### src/include/link_cfg_pkg.sv
// Purpose: Shared constants and types for the link default config bank
// Assumes: 32-bit management data, word-aligned register offsets
// Notes: Reset defaults here are only the default parameter values
`default_nettype none
package link_cfg_pkg;
  // Management bus widths
  localparam int AXI_ADDR_W = 12;
  localparam int AXI_DATA_W = 32;
  // Register byte offsets
  localparam logic [11:0] OFF_SCRAMBLE = 12'h00c;
  localparam logic [11:0] OFF_SYSREF = 12'h010;
  localparam logic [11:0] OFF_OCTETS = 12'h020;
  localparam logic [11:0] OFF_FRAMES = 12'h024;
  localparam logic [11:0] OFF_SUBCLASS = 12'h02c;
  localparam logic [11:0] OFF_STATUS = 12'h030;
  localparam logic [11:0] OFF_SAMPLE = 12'h034;
  // Field positions and widths
  localparam int SYSREF_ALWAYS_BIT = 0;
  localparam int SYSREF_RESYNC_BIT = 16;
  localparam int OCTETS_W = 8;
  localparam int FRAMES_W = 5;
  localparam int SUBCLASS_W = 2;
  localparam int STAT_RXEN_BIT = 0;
  localparam int STAT_ARMED_BIT = 1;
  // Reset defaults, chosen at generation time
  localparam logic [7:0] RST_OCTETS = 8'h01;
  localparam logic [4:0] RST_FRAMES = 5'h1f;
  localparam logic RST_SCRAMBLE = 1'b1;
  localparam logic RST_SYSREF_ALWAYS = 1'b0;
  localparam logic RST_SYSREF_RESYNC = 1'b0;
  localparam logic [1:0] RST_SUBCLASS = 2'h1;
  localparam logic RST_SAMPLE_NEG = 1'b1;
  // Lane limits and receive alignment buffer default
  localparam int LANES_MIN = 1;
  localparam int LANES_MAX = 12;
  localparam int LANES_DEF = 2;
  localparam int ALIGN_BUF_DEF = 1024;
  // Response codes
  localparam logic [1:0] RESP_OKAY = 2'h0;
  localparam logic [1:0] RESP_SLVERR = 2'h2;

  // Live link configuration handed to the datapath
  typedef struct packed {
    logic [7:0] octetsPerFrame;
    logic [4:0] framesPerMultiframe;
    logic scrambleEn;
    logic sysrefAlways;
    logic sysrefOnResync;
    logic [1:0] subclass;
    logic sysrefSampleNeg;
  } link_cfg_s;
endpackage
`default_nettype wire

### src/core/link_default_config_regs.sv
// Purpose: Management register bank holding default link configuration
// Assumes: AXI4-Lite slave, 32-bit data, one outstanding access each way
// Notes: Config outputs hold defaults until software writes them
`default_nettype none
module link_default_config_regs #(
  parameter int LANES = link_cfg_pkg::LANES_DEF,
  parameter int ALIGN_BUF_DEPTH = link_cfg_pkg::ALIGN_BUF_DEF,
  parameter logic [7:0] DEF_OCTETS = link_cfg_pkg::RST_OCTETS,
  parameter logic [4:0] DEF_FRAMES = link_cfg_pkg::RST_FRAMES,
  parameter logic DEF_SCRAMBLE = link_cfg_pkg::RST_SCRAMBLE,
  parameter logic DEF_SYSREF_ALWAYS = link_cfg_pkg::RST_SYSREF_ALWAYS,
  parameter logic DEF_SYSREF_RESYNC = link_cfg_pkg::RST_SYSREF_RESYNC,
  parameter logic [1:0] DEF_SUBCLASS = link_cfg_pkg::RST_SUBCLASS,
  parameter logic DEF_SAMPLE_NEG = link_cfg_pkg::RST_SAMPLE_NEG
) (
  input wire logic clk,
  input wire logic reset_n,
  // AXI4-Lite write address
  input wire logic [11:0] s_axi_awaddr,
  input wire logic s_axi_awvalid,
  output logic s_axi_awready,
  // AXI4-Lite write data
  input wire logic [31:0] s_axi_wdata,
  input wire logic [3:0] s_axi_wstrb,
  input wire logic s_axi_wvalid,
  output logic s_axi_wready,
  // AXI4-Lite write response
  output logic [1:0] s_axi_bresp,
  output logic s_axi_bvalid,
  input wire logic s_axi_bready,
  // AXI4-Lite read address
  input wire logic [11:0] s_axi_araddr,
  input wire logic s_axi_arvalid,
  output logic s_axi_arready,
  // AXI4-Lite read data
  output logic [31:0] s_axi_rdata,
  output logic [1:0] s_axi_rresp,
  output logic s_axi_rvalid,
  input wire logic s_axi_rready,
  // Link side
  input wire logic sysrefPin,
  input wire logic resyncReq,
  input wire logic [LANES-1:0] phyResetDone,
  output link_cfg_pkg::link_cfg_s linkCfg,
  output logic sysrefEvent,
  output logic rxEnable
);
  // Caught at elaboration, never at run time
  // Refuse lane counts and buffer sizes the link cannot serve
  if (LANES < link_cfg_pkg::LANES_MIN ||
      LANES > link_cfg_pkg::LANES_MAX) begin : g_lane_chk
    $error("Lane count must lie between one and twelve");
  end
  if (ALIGN_BUF_DEPTH <= int'(DEF_OCTETS) * int'(DEF_FRAMES))
  begin : g_buf_chk
    $error("Alignment buffer must exceed default multiframe");
  end

  // Merge written bytes into an old word under byte strobes
  function automatic logic [31:0] mergeBytes(
    input logic [31:0] oldVal,
    input logic [31:0] newVal,
    input logic [3:0] strobe
  );
    logic [31:0] res;
    // Start from the held word
    res = oldVal;
    // One strobe bit per byte lane
    for (int b = 0; b < 4; b++) begin
      if (strobe[b]) begin
        res[8*b +: 8] = newVal[8*b +: 8];
      end
    end
    return res;
  endfunction

  // Configuration register state
  link_cfg_pkg::link_cfg_s cfg_r;
  link_cfg_pkg::link_cfg_s cfg_nxt;
  // Write channel state
  logic awready_r;
  logic wready_r;
  logic bvalid_r;
  logic [1:0] bresp_r;
  // Read channel state
  logic arready_r;
  logic rvalid_r;
  logic [1:0] rresp_r;
  logic [31:0] rdata_r;
  // Submodule results
  logic armedState;
  logic rxEnableInt;

  // Write taken when address and data both present and no response waits
  // Ready guard stops a held request from being taken twice
  wire wrFire = s_axi_awvalid & s_axi_wvalid & ~bvalid_r & ~awready_r;
  wire [11:0] wAddr = s_axi_awaddr;
  // Write decode
  wire wScr = wrFire & (wAddr == link_cfg_pkg::OFF_SCRAMBLE);
  wire wSys = wrFire & (wAddr == link_cfg_pkg::OFF_SYSREF);
  wire wOct = wrFire & (wAddr == link_cfg_pkg::OFF_OCTETS);
  wire wFrm = wrFire & (wAddr == link_cfg_pkg::OFF_FRAMES);
  wire wSub = wrFire & (wAddr == link_cfg_pkg::OFF_SUBCLASS);
  wire wSmp = wrFire & (wAddr == link_cfg_pkg::OFF_SAMPLE);
  wire wStat = wrFire & (wAddr == link_cfg_pkg::OFF_STATUS);
  // Status is read-only, writes to it are accepted and dropped
  wire wHit = wScr | wSys | wOct | wFrm | wSub | wSmp | wStat;

  // Unused bits read back as zero
  // Current words as software sees them
  wire [31:0] scrWord = {31'h0, cfg_r.scrambleEn};
  wire [31:0] sysWord = {15'h0, cfg_r.sysrefOnResync,
                         15'h0, cfg_r.sysrefAlways};
  wire [31:0] octWord = {24'h0, cfg_r.octetsPerFrame};
  wire [31:0] frmWord = {27'h0, cfg_r.framesPerMultiframe};
  wire [31:0] subWord = {30'h0, cfg_r.subclass};
  wire [31:0] smpWord = {31'h0, cfg_r.sysrefSampleNeg};
  wire [31:0] statWord = {30'h0, armedState, rxEnableInt};

  // Strobes act per byte, so the two-bit SYSREF word may change in part
  // Merged write values per register
  wire [31:0] scrNew = mergeBytes(scrWord, s_axi_wdata, s_axi_wstrb);
  wire [31:0] sysNew = mergeBytes(sysWord, s_axi_wdata, s_axi_wstrb);
  wire [31:0] octNew = mergeBytes(octWord, s_axi_wdata, s_axi_wstrb);
  wire [31:0] frmNew = mergeBytes(frmWord, s_axi_wdata, s_axi_wstrb);
  wire [31:0] subNew = mergeBytes(subWord, s_axi_wdata, s_axi_wstrb);
  wire [31:0] smpNew = mergeBytes(smpWord, s_axi_wdata, s_axi_wstrb);

  // Read taken when no answer is pending
  // Same guard keeps a held read from firing twice
  wire rdFire = s_axi_arvalid & ~rvalid_r & ~arready_r;
  wire [11:0] rAddr = s_axi_araddr;
  // Read decode
  wire rScr = rAddr == link_cfg_pkg::OFF_SCRAMBLE;
  wire rSys = rAddr == link_cfg_pkg::OFF_SYSREF;
  wire rOct = rAddr == link_cfg_pkg::OFF_OCTETS;
  wire rFrm = rAddr == link_cfg_pkg::OFF_FRAMES;
  wire rSub = rAddr == link_cfg_pkg::OFF_SUBCLASS;
  wire rSmp = rAddr == link_cfg_pkg::OFF_SAMPLE;
  wire rStat = rAddr == link_cfg_pkg::OFF_STATUS;
  wire rHit = rScr | rSys | rOct | rFrm | rSub | rSmp | rStat;
  // Priority order is harmless, offsets never overlap
  // Read mux, unmapped reads give zero
  wire [31:0] rMux =
    rScr ? scrWord :
    rSys ? sysWord :
    rOct ? octWord :
    rFrm ? frmWord :
    rSub ? subWord :
    rSmp ? smpWord :
    rStat ? statWord : 32'h0;

  // Unwritten fields keep their value
  // Next configuration, written fields replace held values
  always_comb begin
    cfg_nxt = cfg_r;
    // Scrambling enable, bit 0 only
    if (wScr) begin
      cfg_nxt.scrambleEn = scrNew[0];
    end
    // Both SYSREF bits share one word
    if (wSys) begin
      cfg_nxt.sysrefAlways = sysNew[link_cfg_pkg::SYSREF_ALWAYS_BIT];
      cfg_nxt.sysrefOnResync = sysNew[link_cfg_pkg::SYSREF_RESYNC_BIT];
    end
    // Octets per frame, stored as written
    if (wOct) begin
      cfg_nxt.octetsPerFrame = octNew[link_cfg_pkg::OCTETS_W-1:0];
    end
    // Frames per multiframe, stored as written
    if (wFrm) begin
      cfg_nxt.framesPerMultiframe = frmNew[link_cfg_pkg::FRAMES_W-1:0];
    end
    // Subclass select
    if (wSub) begin
      cfg_nxt.subclass = subNew[link_cfg_pkg::SUBCLASS_W-1:0];
    end
    // Sampling edge, 1 picks the falling edge
    if (wSmp) begin
      cfg_nxt.sysrefSampleNeg = smpNew[0];
    end
  end

  // Configuration registers load generation defaults at reset
  always_ff @(posedge clk or negedge reset_n) begin
    if (!reset_n) begin
      // Generation-time defaults from the parameters
      cfg_r.octetsPerFrame <= DEF_OCTETS;
      cfg_r.framesPerMultiframe <= DEF_FRAMES;
      cfg_r.scrambleEn <= DEF_SCRAMBLE;
      cfg_r.sysrefAlways <= DEF_SYSREF_ALWAYS;
      cfg_r.sysrefOnResync <= DEF_SYSREF_RESYNC;
      cfg_r.subclass <= DEF_SUBCLASS;
      cfg_r.sysrefSampleNeg <= DEF_SAMPLE_NEG;
    end else begin
      // Whole struct moves at once
      cfg_r <= cfg_nxt;
    end
  end

  // One write in flight, so no queue is needed
  // Write channel: ready pulses one cycle, response held until taken
  always_ff @(posedge clk or negedge reset_n) begin
    if (!reset_n) begin
      awready_r <= 1'b0;
      wready_r <= 1'b0;
      bvalid_r <= 1'b0;
      bresp_r <= link_cfg_pkg::RESP_OKAY;
    end else begin
      // Readies echo the take for one cycle
      awready_r <= wrFire;
      wready_r <= wrFire;
      if (wrFire) begin
        // Response raised with the register update
        bvalid_r <= 1'b1;
        // Unmapped writes change nothing and report an error
        bresp_r <= wHit ? link_cfg_pkg::RESP_OKAY
                        : link_cfg_pkg::RESP_SLVERR;
      end else if (s_axi_bready) begin
        // Master took the response
        bvalid_r <= 1'b0;
      end
    end
  end

  // Read channel: data sampled at acceptance, held until taken
  always_ff @(posedge clk or negedge reset_n) begin
    if (!reset_n) begin
      arready_r <= 1'b0;
      rvalid_r <= 1'b0;
      rresp_r <= link_cfg_pkg::RESP_OKAY;
      rdata_r <= 32'h0;
    end else begin
      // Ready echoes the take for one cycle
      arready_r <= rdFire;
      if (rdFire) begin
        // Data frozen at acceptance
        rvalid_r <= 1'b1;
        rdata_r <= rMux;
        rresp_r <= rHit ? link_cfg_pkg::RESP_OKAY
                        : link_cfg_pkg::RESP_SLVERR;
      end else if (s_axi_rready) begin
        // Master took the data
        rvalid_r <= 1'b0;
      end
    end
  end

  // SYSREF sampling steered by the live configuration
  // Capture keeps its own arm state, shown in status
  sysref_capture u_sysref (
    .clk(clk),
    .reset_n(reset_n),
    .sysrefPin(sysrefPin),
    .sampleNeg(cfg_r.sysrefSampleNeg),
    .alwaysMode(cfg_r.sysrefAlways),
    .resyncReq(resyncReq),
    .resyncNeedsSysref(cfg_r.sysrefOnResync),
    .sysrefEvent(sysrefEvent),
    .armed(armedState)
  );

  // Receiver enable waits for every PHY to finish reset
  // Synchroniser inside, so the enable lags three cycles
  reset_done_combiner #(
    .LANES(LANES)
  ) u_done (
    .clk(clk),
    .reset_n(reset_n),
    .phyDoneIn(phyResetDone),
    .rxEnable(rxEnableInt)
  );

  // Nothing combinational on the way out
  // Outputs straight from flops; config usable with no master attached
  assign linkCfg = cfg_r;
  assign rxEnable = rxEnableInt;
  assign s_axi_awready = awready_r;
  assign s_axi_wready = wready_r;
  assign s_axi_bvalid = bvalid_r;
  assign s_axi_bresp = bresp_r;
  assign s_axi_arready = arready_r;
  assign s_axi_rvalid = rvalid_r;
  assign s_axi_rresp = rresp_r;
  assign s_axi_rdata = rdata_r;
endmodule
`default_nettype wire

### src/core/reset_done_combiner.sv
// Purpose: Combine per-PHY reset-done levels into one receiver enable
// Assumes: Each done level is asynchronous to clk
// Notes: Enable drops three cycles after any PHY falls back into reset
`default_nettype none
module reset_done_combiner #(
  parameter int LANES = 2
) (
  input wire logic clk,
  input wire logic reset_n,
  input wire logic [LANES-1:0] phyDoneIn,
  output logic rxEnable
);
  // Two-flop synchroniser, first stage feeds only the second
  logic [LANES-1:0] doneMeta_r;
  logic [LANES-1:0] doneSync_r;
  // All PHYs finished reset
  wire allDone = &doneSync_r;

  // Synchronise every done level
  always_ff @(posedge clk or negedge reset_n) begin
    if (!reset_n) begin
      doneMeta_r <= '0;
      doneSync_r <= '0;
    end else begin
      doneMeta_r <= phyDoneIn;
      doneSync_r <= doneMeta_r;
    end
  end

  // Enable only once every lane reports done
  always_ff @(posedge clk or negedge reset_n) begin
    if (!reset_n) begin
      rxEnable <= 1'b0;
    end else begin
      rxEnable <= allDone;
    end
  end
endmodule
`default_nettype wire

### src/core/sysref_capture.sv
// Purpose: Sample the SYSREF pin and issue qualified capture pulses
// Assumes: SYSREF is asynchronous and wider than one clock period
// Notes: Sampling edge choice shifts the capture pulse by zero or one whole cycle
`default_nettype none
module sysref_capture (
  input wire logic clk,
  input wire logic reset_n,
  input wire logic sysrefPin,
  input wire logic sampleNeg,
  input wire logic alwaysMode,
  input wire logic resyncReq,
  input wire logic resyncNeedsSysref,
  output logic sysrefEvent,
  output logic armed
);
  // Rising-edge capture path
  logic posMeta_r;
  logic posSync_r;
  // Falling-edge capture path, retimed to the rising edge
  logic negMeta_r;
  logic negSync_r;
  // Previous selected sample for edge detection
  logic last_r;
  // Selected path, only second stages are read
  wire sel = sampleNeg ? negSync_r : posSync_r;
  wire rise = sel & ~last_r;
  wire take = rise & (alwaysMode | armed);

  // Rising-edge sampler
  always_ff @(posedge clk or negedge reset_n) begin
    if (!reset_n) begin
      posMeta_r <= 1'b0;
      posSync_r <= 1'b0;
      negSync_r <= 1'b0;
      last_r <= 1'b0;
    end else begin
      posMeta_r <= sysrefPin;
      posSync_r <= posMeta_r;
      negSync_r <= negMeta_r;
      last_r <= sel;
    end
  end

  // Falling-edge sampler of the same clock
  always_ff @(negedge clk or negedge reset_n) begin
    if (!reset_n) begin
      negMeta_r <= 1'b0;
    end else begin
      negMeta_r <= sysrefPin;
    end
  end

  // Arming: one capture per arm unless always mode
  always_ff @(posedge clk or negedge reset_n) begin
    if (!reset_n) begin
      armed <= 1'b1;
      sysrefEvent <= 1'b0;
    end else begin
      sysrefEvent <= take;
      // Re-arm beats disarm in the same cycle
      if (resyncReq && resyncNeedsSysref) begin
        armed <= 1'b1;
      end else if (take && !alwaysMode) begin
        armed <= 1'b0;
      end
    end
  end
endmodule
`default_nettype wire

### config.mk
export PLATFORM = sky130hd
export DESIGN_NAME = link_default_config_regs
export DESIGN_NICKNAME = d
export VERILOG_FILES = /design/src/include/link_cfg_pkg.sv /design/src/core/link_default_config_regs.sv /design/src/core/reset_done_combiner.sv /design/src/core/sysref_capture.sv
export SDC_FILE = /design/constraint.sdc
export NUM_CORES = 1
export LEC_CHECK = 0
export BUFFER_PORTS_ARGS = -buffer_cell sky130_fd_sc_hd__clkbuf_2
export CAP_MARGIN = 20
export CORE_AREA = 8 8 66 96
export CTS_CLUSTER_SIZE = 8
export DETAILED_ROUTE_END_ITERATION = 8
export DIE_AREA = 0 0 74 104
export PLACE_DENSITY = 0.83
export SLEW_MARGIN = 20
export SYNTH_ARGS = -nofsm -noshare
export SYNTH_HDL_FRONTEND = slang
export SYNTH_SLANG_ARGS = --single-unit
export TNS_END_PERCENT = 20
### constraint.sdc
create_clock -name clk -period 3 [get_ports clk]
set_input_delay 0.6 -clock clk [delete_from_list [all_inputs] [get_ports clk]]
set_output_delay 0.6 -clock clk [all_outputs]
set_load 0.03 [all_outputs]
# Yosys cells after proc, flatten, opt, wreduce, memory -nomap -nowiden
# Index checks and enable logic that the tools add are counted.
# W data, S select, Z words.
word_totals:
  reg_bits: 71
  input_bits: 71
  word_cells: 100
op_classes:
  n_eq_ne: 14
  muxes: 16
  bitwise_logic: 32
  n_reduce_logical: 14
ops:
  columns: ["operator", "count"]
  rows:
  - ["$eq A12 B6 Y1 const B", 10]
  - ["$mux W17", 2]
  - ["$eq A12 B4 Y1 const B", 2]
  - ["$eq A12 B5 Y1 const B", 2]
  - ["$reduce_and A2 Y1", 8]
  - ["$and A1 B1 Y1", 14]
  - ["$or A1 B1 Y1", 13]
  - ["$mux W2", 5]
  - ["$mux W8", 1]
  - ["$mux W1", 7]
  - ["$reduce_bool A2 Y1", 3]
  - ["$mux W5", 1]
  - ["$not A1 Y1", 5]
  - ["$logic_and A1 B1 Y1", 2]
  - ["$logic_not A1 Y1", 1]

# Depth between registers and ports, before layout
depth:
  word_depth: 11
  mapped_depth: 5
  ltp_nobuf: 5

# Cells and area by module
# A second synthesis with hierarchy kept.
hier_totals:
  cells_unflattened: 189
  hier_area_um2: 2233.4
by_module_without_submodules:
  columns: ["module", "instances", "cells_each", "area_per_inst_um2"]
  rows:
  - ["link_default_config_regs", 1, 170, 1879.3]
  - ["sysref_capture", 1, 13, 222.7]
  - ["reset_done_combiner", 1, 6, 131.4]

==> impl_metrics.ini <==
[clock_network]
cts_sinks = 46
clockRootBuffer = clkbuf_8
ctsHoldBuffers = 0
tritoncts = done
clock_path_buffers = 2
cts_inserted_buffers = 5
clock_latency_ns = 0.30
cts_setup_buffers = 0
clkTransAtPathRegs_ns = 0.08
ctsHtreeMaxLevel = 2
ctsResizeCount = 0

[timing]
finalMaxSlewViolations = 0
fin_worst_skew_ns = 0.00710
setup_viol = 0
fin_ws_ns = 0.972
relSlewSlack_pct = 63.0
hold-worst-slack_ns = 0.354
tightest_slew_ns = 0.555
setup_tns_ns = 0
rsz0062_at_grt = false
hold_viol = 0

[floorplanning]
ioPinCount = 133
die-width_um = 74
start_util_pct = 44.3
die_h_um = 104
row_count = 32
coreArea_um2 = 5000
design.die.area_um2 = 7700

[critical_path]
cp.buffers_inverters = 1
slowest_delay_ns = 0.08
crit_arrival_ns = 0.69
path_delay_family = buffers and inverters
crit_slowest_cell = clkbuf_2
crit_start = sysrefPin
timing.rr.end = u_sysref.negSync_r
reg2reg_depth = 0
r2r-start = u_sysref.negMeta_r
cp_max_fo = 2
required_ns = 1.66
path_cells = clkbuf_2
start_kind = primary input
endpoint_kind = register
r2r_slack_ns = 1.04
critPathKind = primary input to register

[worst_hold_path]
holdPathStages = 0
min_to = u_done.doneSync_r[1]
hp-start = u_done.doneMeta_r[1]
hp-class = register to register

[synth]
synthArstFlopShare_pct = 100
yosysMostFrequentCell = dfrtp_1
syn_inst = 191
synth_seq_cells = 46
netlist.area_leader.share_pct = 39.5
synthesis.area_um2 = 2220
ys_seq_area_share_pct = 52.5
netlist-cell-type-count = 44
synth.avg_cell_area_um2 = 11.6
yosys.area.top_type = dfrtp_1
synth.cells.most_frequent = dfrtp_1 (35), buf_4 (30), nand2_1 (18), mux2_2 (14), dfstp_2 (10)
yosysWarnings = 0
netlist_top_cells_area = dfrtp_1 (39%), dfstp_2 (12%), buf_4 (10%)
synth-edff-count = 0
synth_ff_type = dfrtp_1

[place]
place_congestion = 0.846
io_buffers = 82
dp_hpwl_mm = 4.24
post_dp_cell_area_um2 = 2570
pre_cts_ws_ns = 0.658
placedCellCount = 333

[global_route]
overflow = 0
first_global_vias = 1643
grt_pass1_wl_mm = 7.91
grt_use_met2_pct = 24.3
grt_max_degree = 46
grt_usage_pct = 13.4
use_met1_pct = 13.0
grt-busiest-layer = met2
grt_antenna_before_repair = 0
use_met3_pct = 3.86

[run_status]
status = completed

[final_layout]
postLayoutCoreUtil_pct = 53.1
layout.nets = 343
syn2layout_area_growth_pct = 19.8
regArea_um2 = 1160
num-fill-cells = 462
final_cells = 341
design_area_um2 = 2660
drive_gt1_share_pct = 45.4
n_antenna_cell = 0
multi_input_area_um2 = 892

[drt]
drtIter0Drc = 48
ant_nets = 0
wire_per_inst_um = 15.0
drc = 0
via_per_inst = 4.62
routed_wl_mm = 5.10
vias = 1577
first_pass_iters = 4

[power]
power.total_mw = 1.18
leakagePower_nw = 1.34
power.density_nw_per_um2 = 443
ir_drop_uv = 281

[flow_run]
max_cap_viol_count = 0
-- registers in the layout (all words and copies together), names as in the netlist --
| name | flops |
|---|---|
| linkCfg | 19 |
| s_axi_rdata | 9 |
| u_done.doneMeta_r | 2 |
| u_done.doneSync_r | 2 |
| s_axi_arready | 1 |
| s_axi_bresp | 1 |
| s_axi_bvalid | 1 |
| s_axi_rresp | 1 |
| s_axi_rvalid | 1 |
| s_axi_wready | 1 |
| u_done.rxEnable | 1 |
| u_sysref.armed | 1 |
| u_sysref.last_r | 1 |
| u_sysref.negMeta_r | 1 |
| u_sysref.negSync_r | 1 |
| u_sysref.posMeta_r | 1 |
| u_sysref.posSync_r | 1 |
| u_sysref.sysrefEvent | 1 |
-- power by group --
part,internal [mW],switching (mW)
logic,0.0445,0.122
registers,0.636,0.00795
clock network,0.165,0.203
-- kinds of logic (layout without fill, tap and decap cells) --
logic type      after synthesis  count (layout)  share of synthesized area (%)
flops                        46              46                           52.5
simple gates                 61              61                           18.0
mux                          22              22                           11.0
other cells                   1              25                          0.169
buf+inv                      37              95                           11.4
compound gates               24              24                           6.99
-- placed cells by master, fill, tap and decap left out, types with 3 or more instances in the layout --
cell / count
mux2i_1: 3
dfstp_2: 10
dfrtp_1: 35
mux2_1: 5
inv_1: 4
a22oi_1: 3
mux2_2: 14
nand2_1: 18
clkbuf_8: 5
conb_1: 25
and4_1: 3
nand4b_1: 3
nand3_1: 3
clkbuf_2: 82
o21ai_1: 3
nor2b_1: 5
o21ai_0: 8
nor2_1: 7
-- routing by layer --
metal / wire length (µm) / up-vias / share of wire [%]
li1: - / 775 / -
met1: 1770 / 736 / 35
met2: 2810 / 59 / 55
met3: 403 / 7 / 7.9
met4: 110 / 0 / 2.2
met5: 0 / - / 0
-- worst max-delay path by stage --
stage	to	slack [ns]	depth (start not counted)
final	u_sysref.negMeta_r	0.97	1
after global placement	u_sysref.negMeta_r	0.66	1
after floorplan	u_sysref.negMeta_r	0.76	0
after CTS	u_sysref.negMeta_r	0.98	1
after detailed placement	u_sysref.negMeta_r	0.66	1
after global routing	u_sysref.negMeta_r	0.98	1
-- final cells by class --
class / count / area share, %
clock buffers: 7 / 2.87
multi-input cells: 132 / 33.6
clock inverters: 1 / 0.282
repair buffers: 83 / 15.7
flip-flops and latches: 46 / 43.8
well taps: 68 / 3.20
inverters: 4 / 0.565
Note: power is estimated with default switching activity, not from simulation.
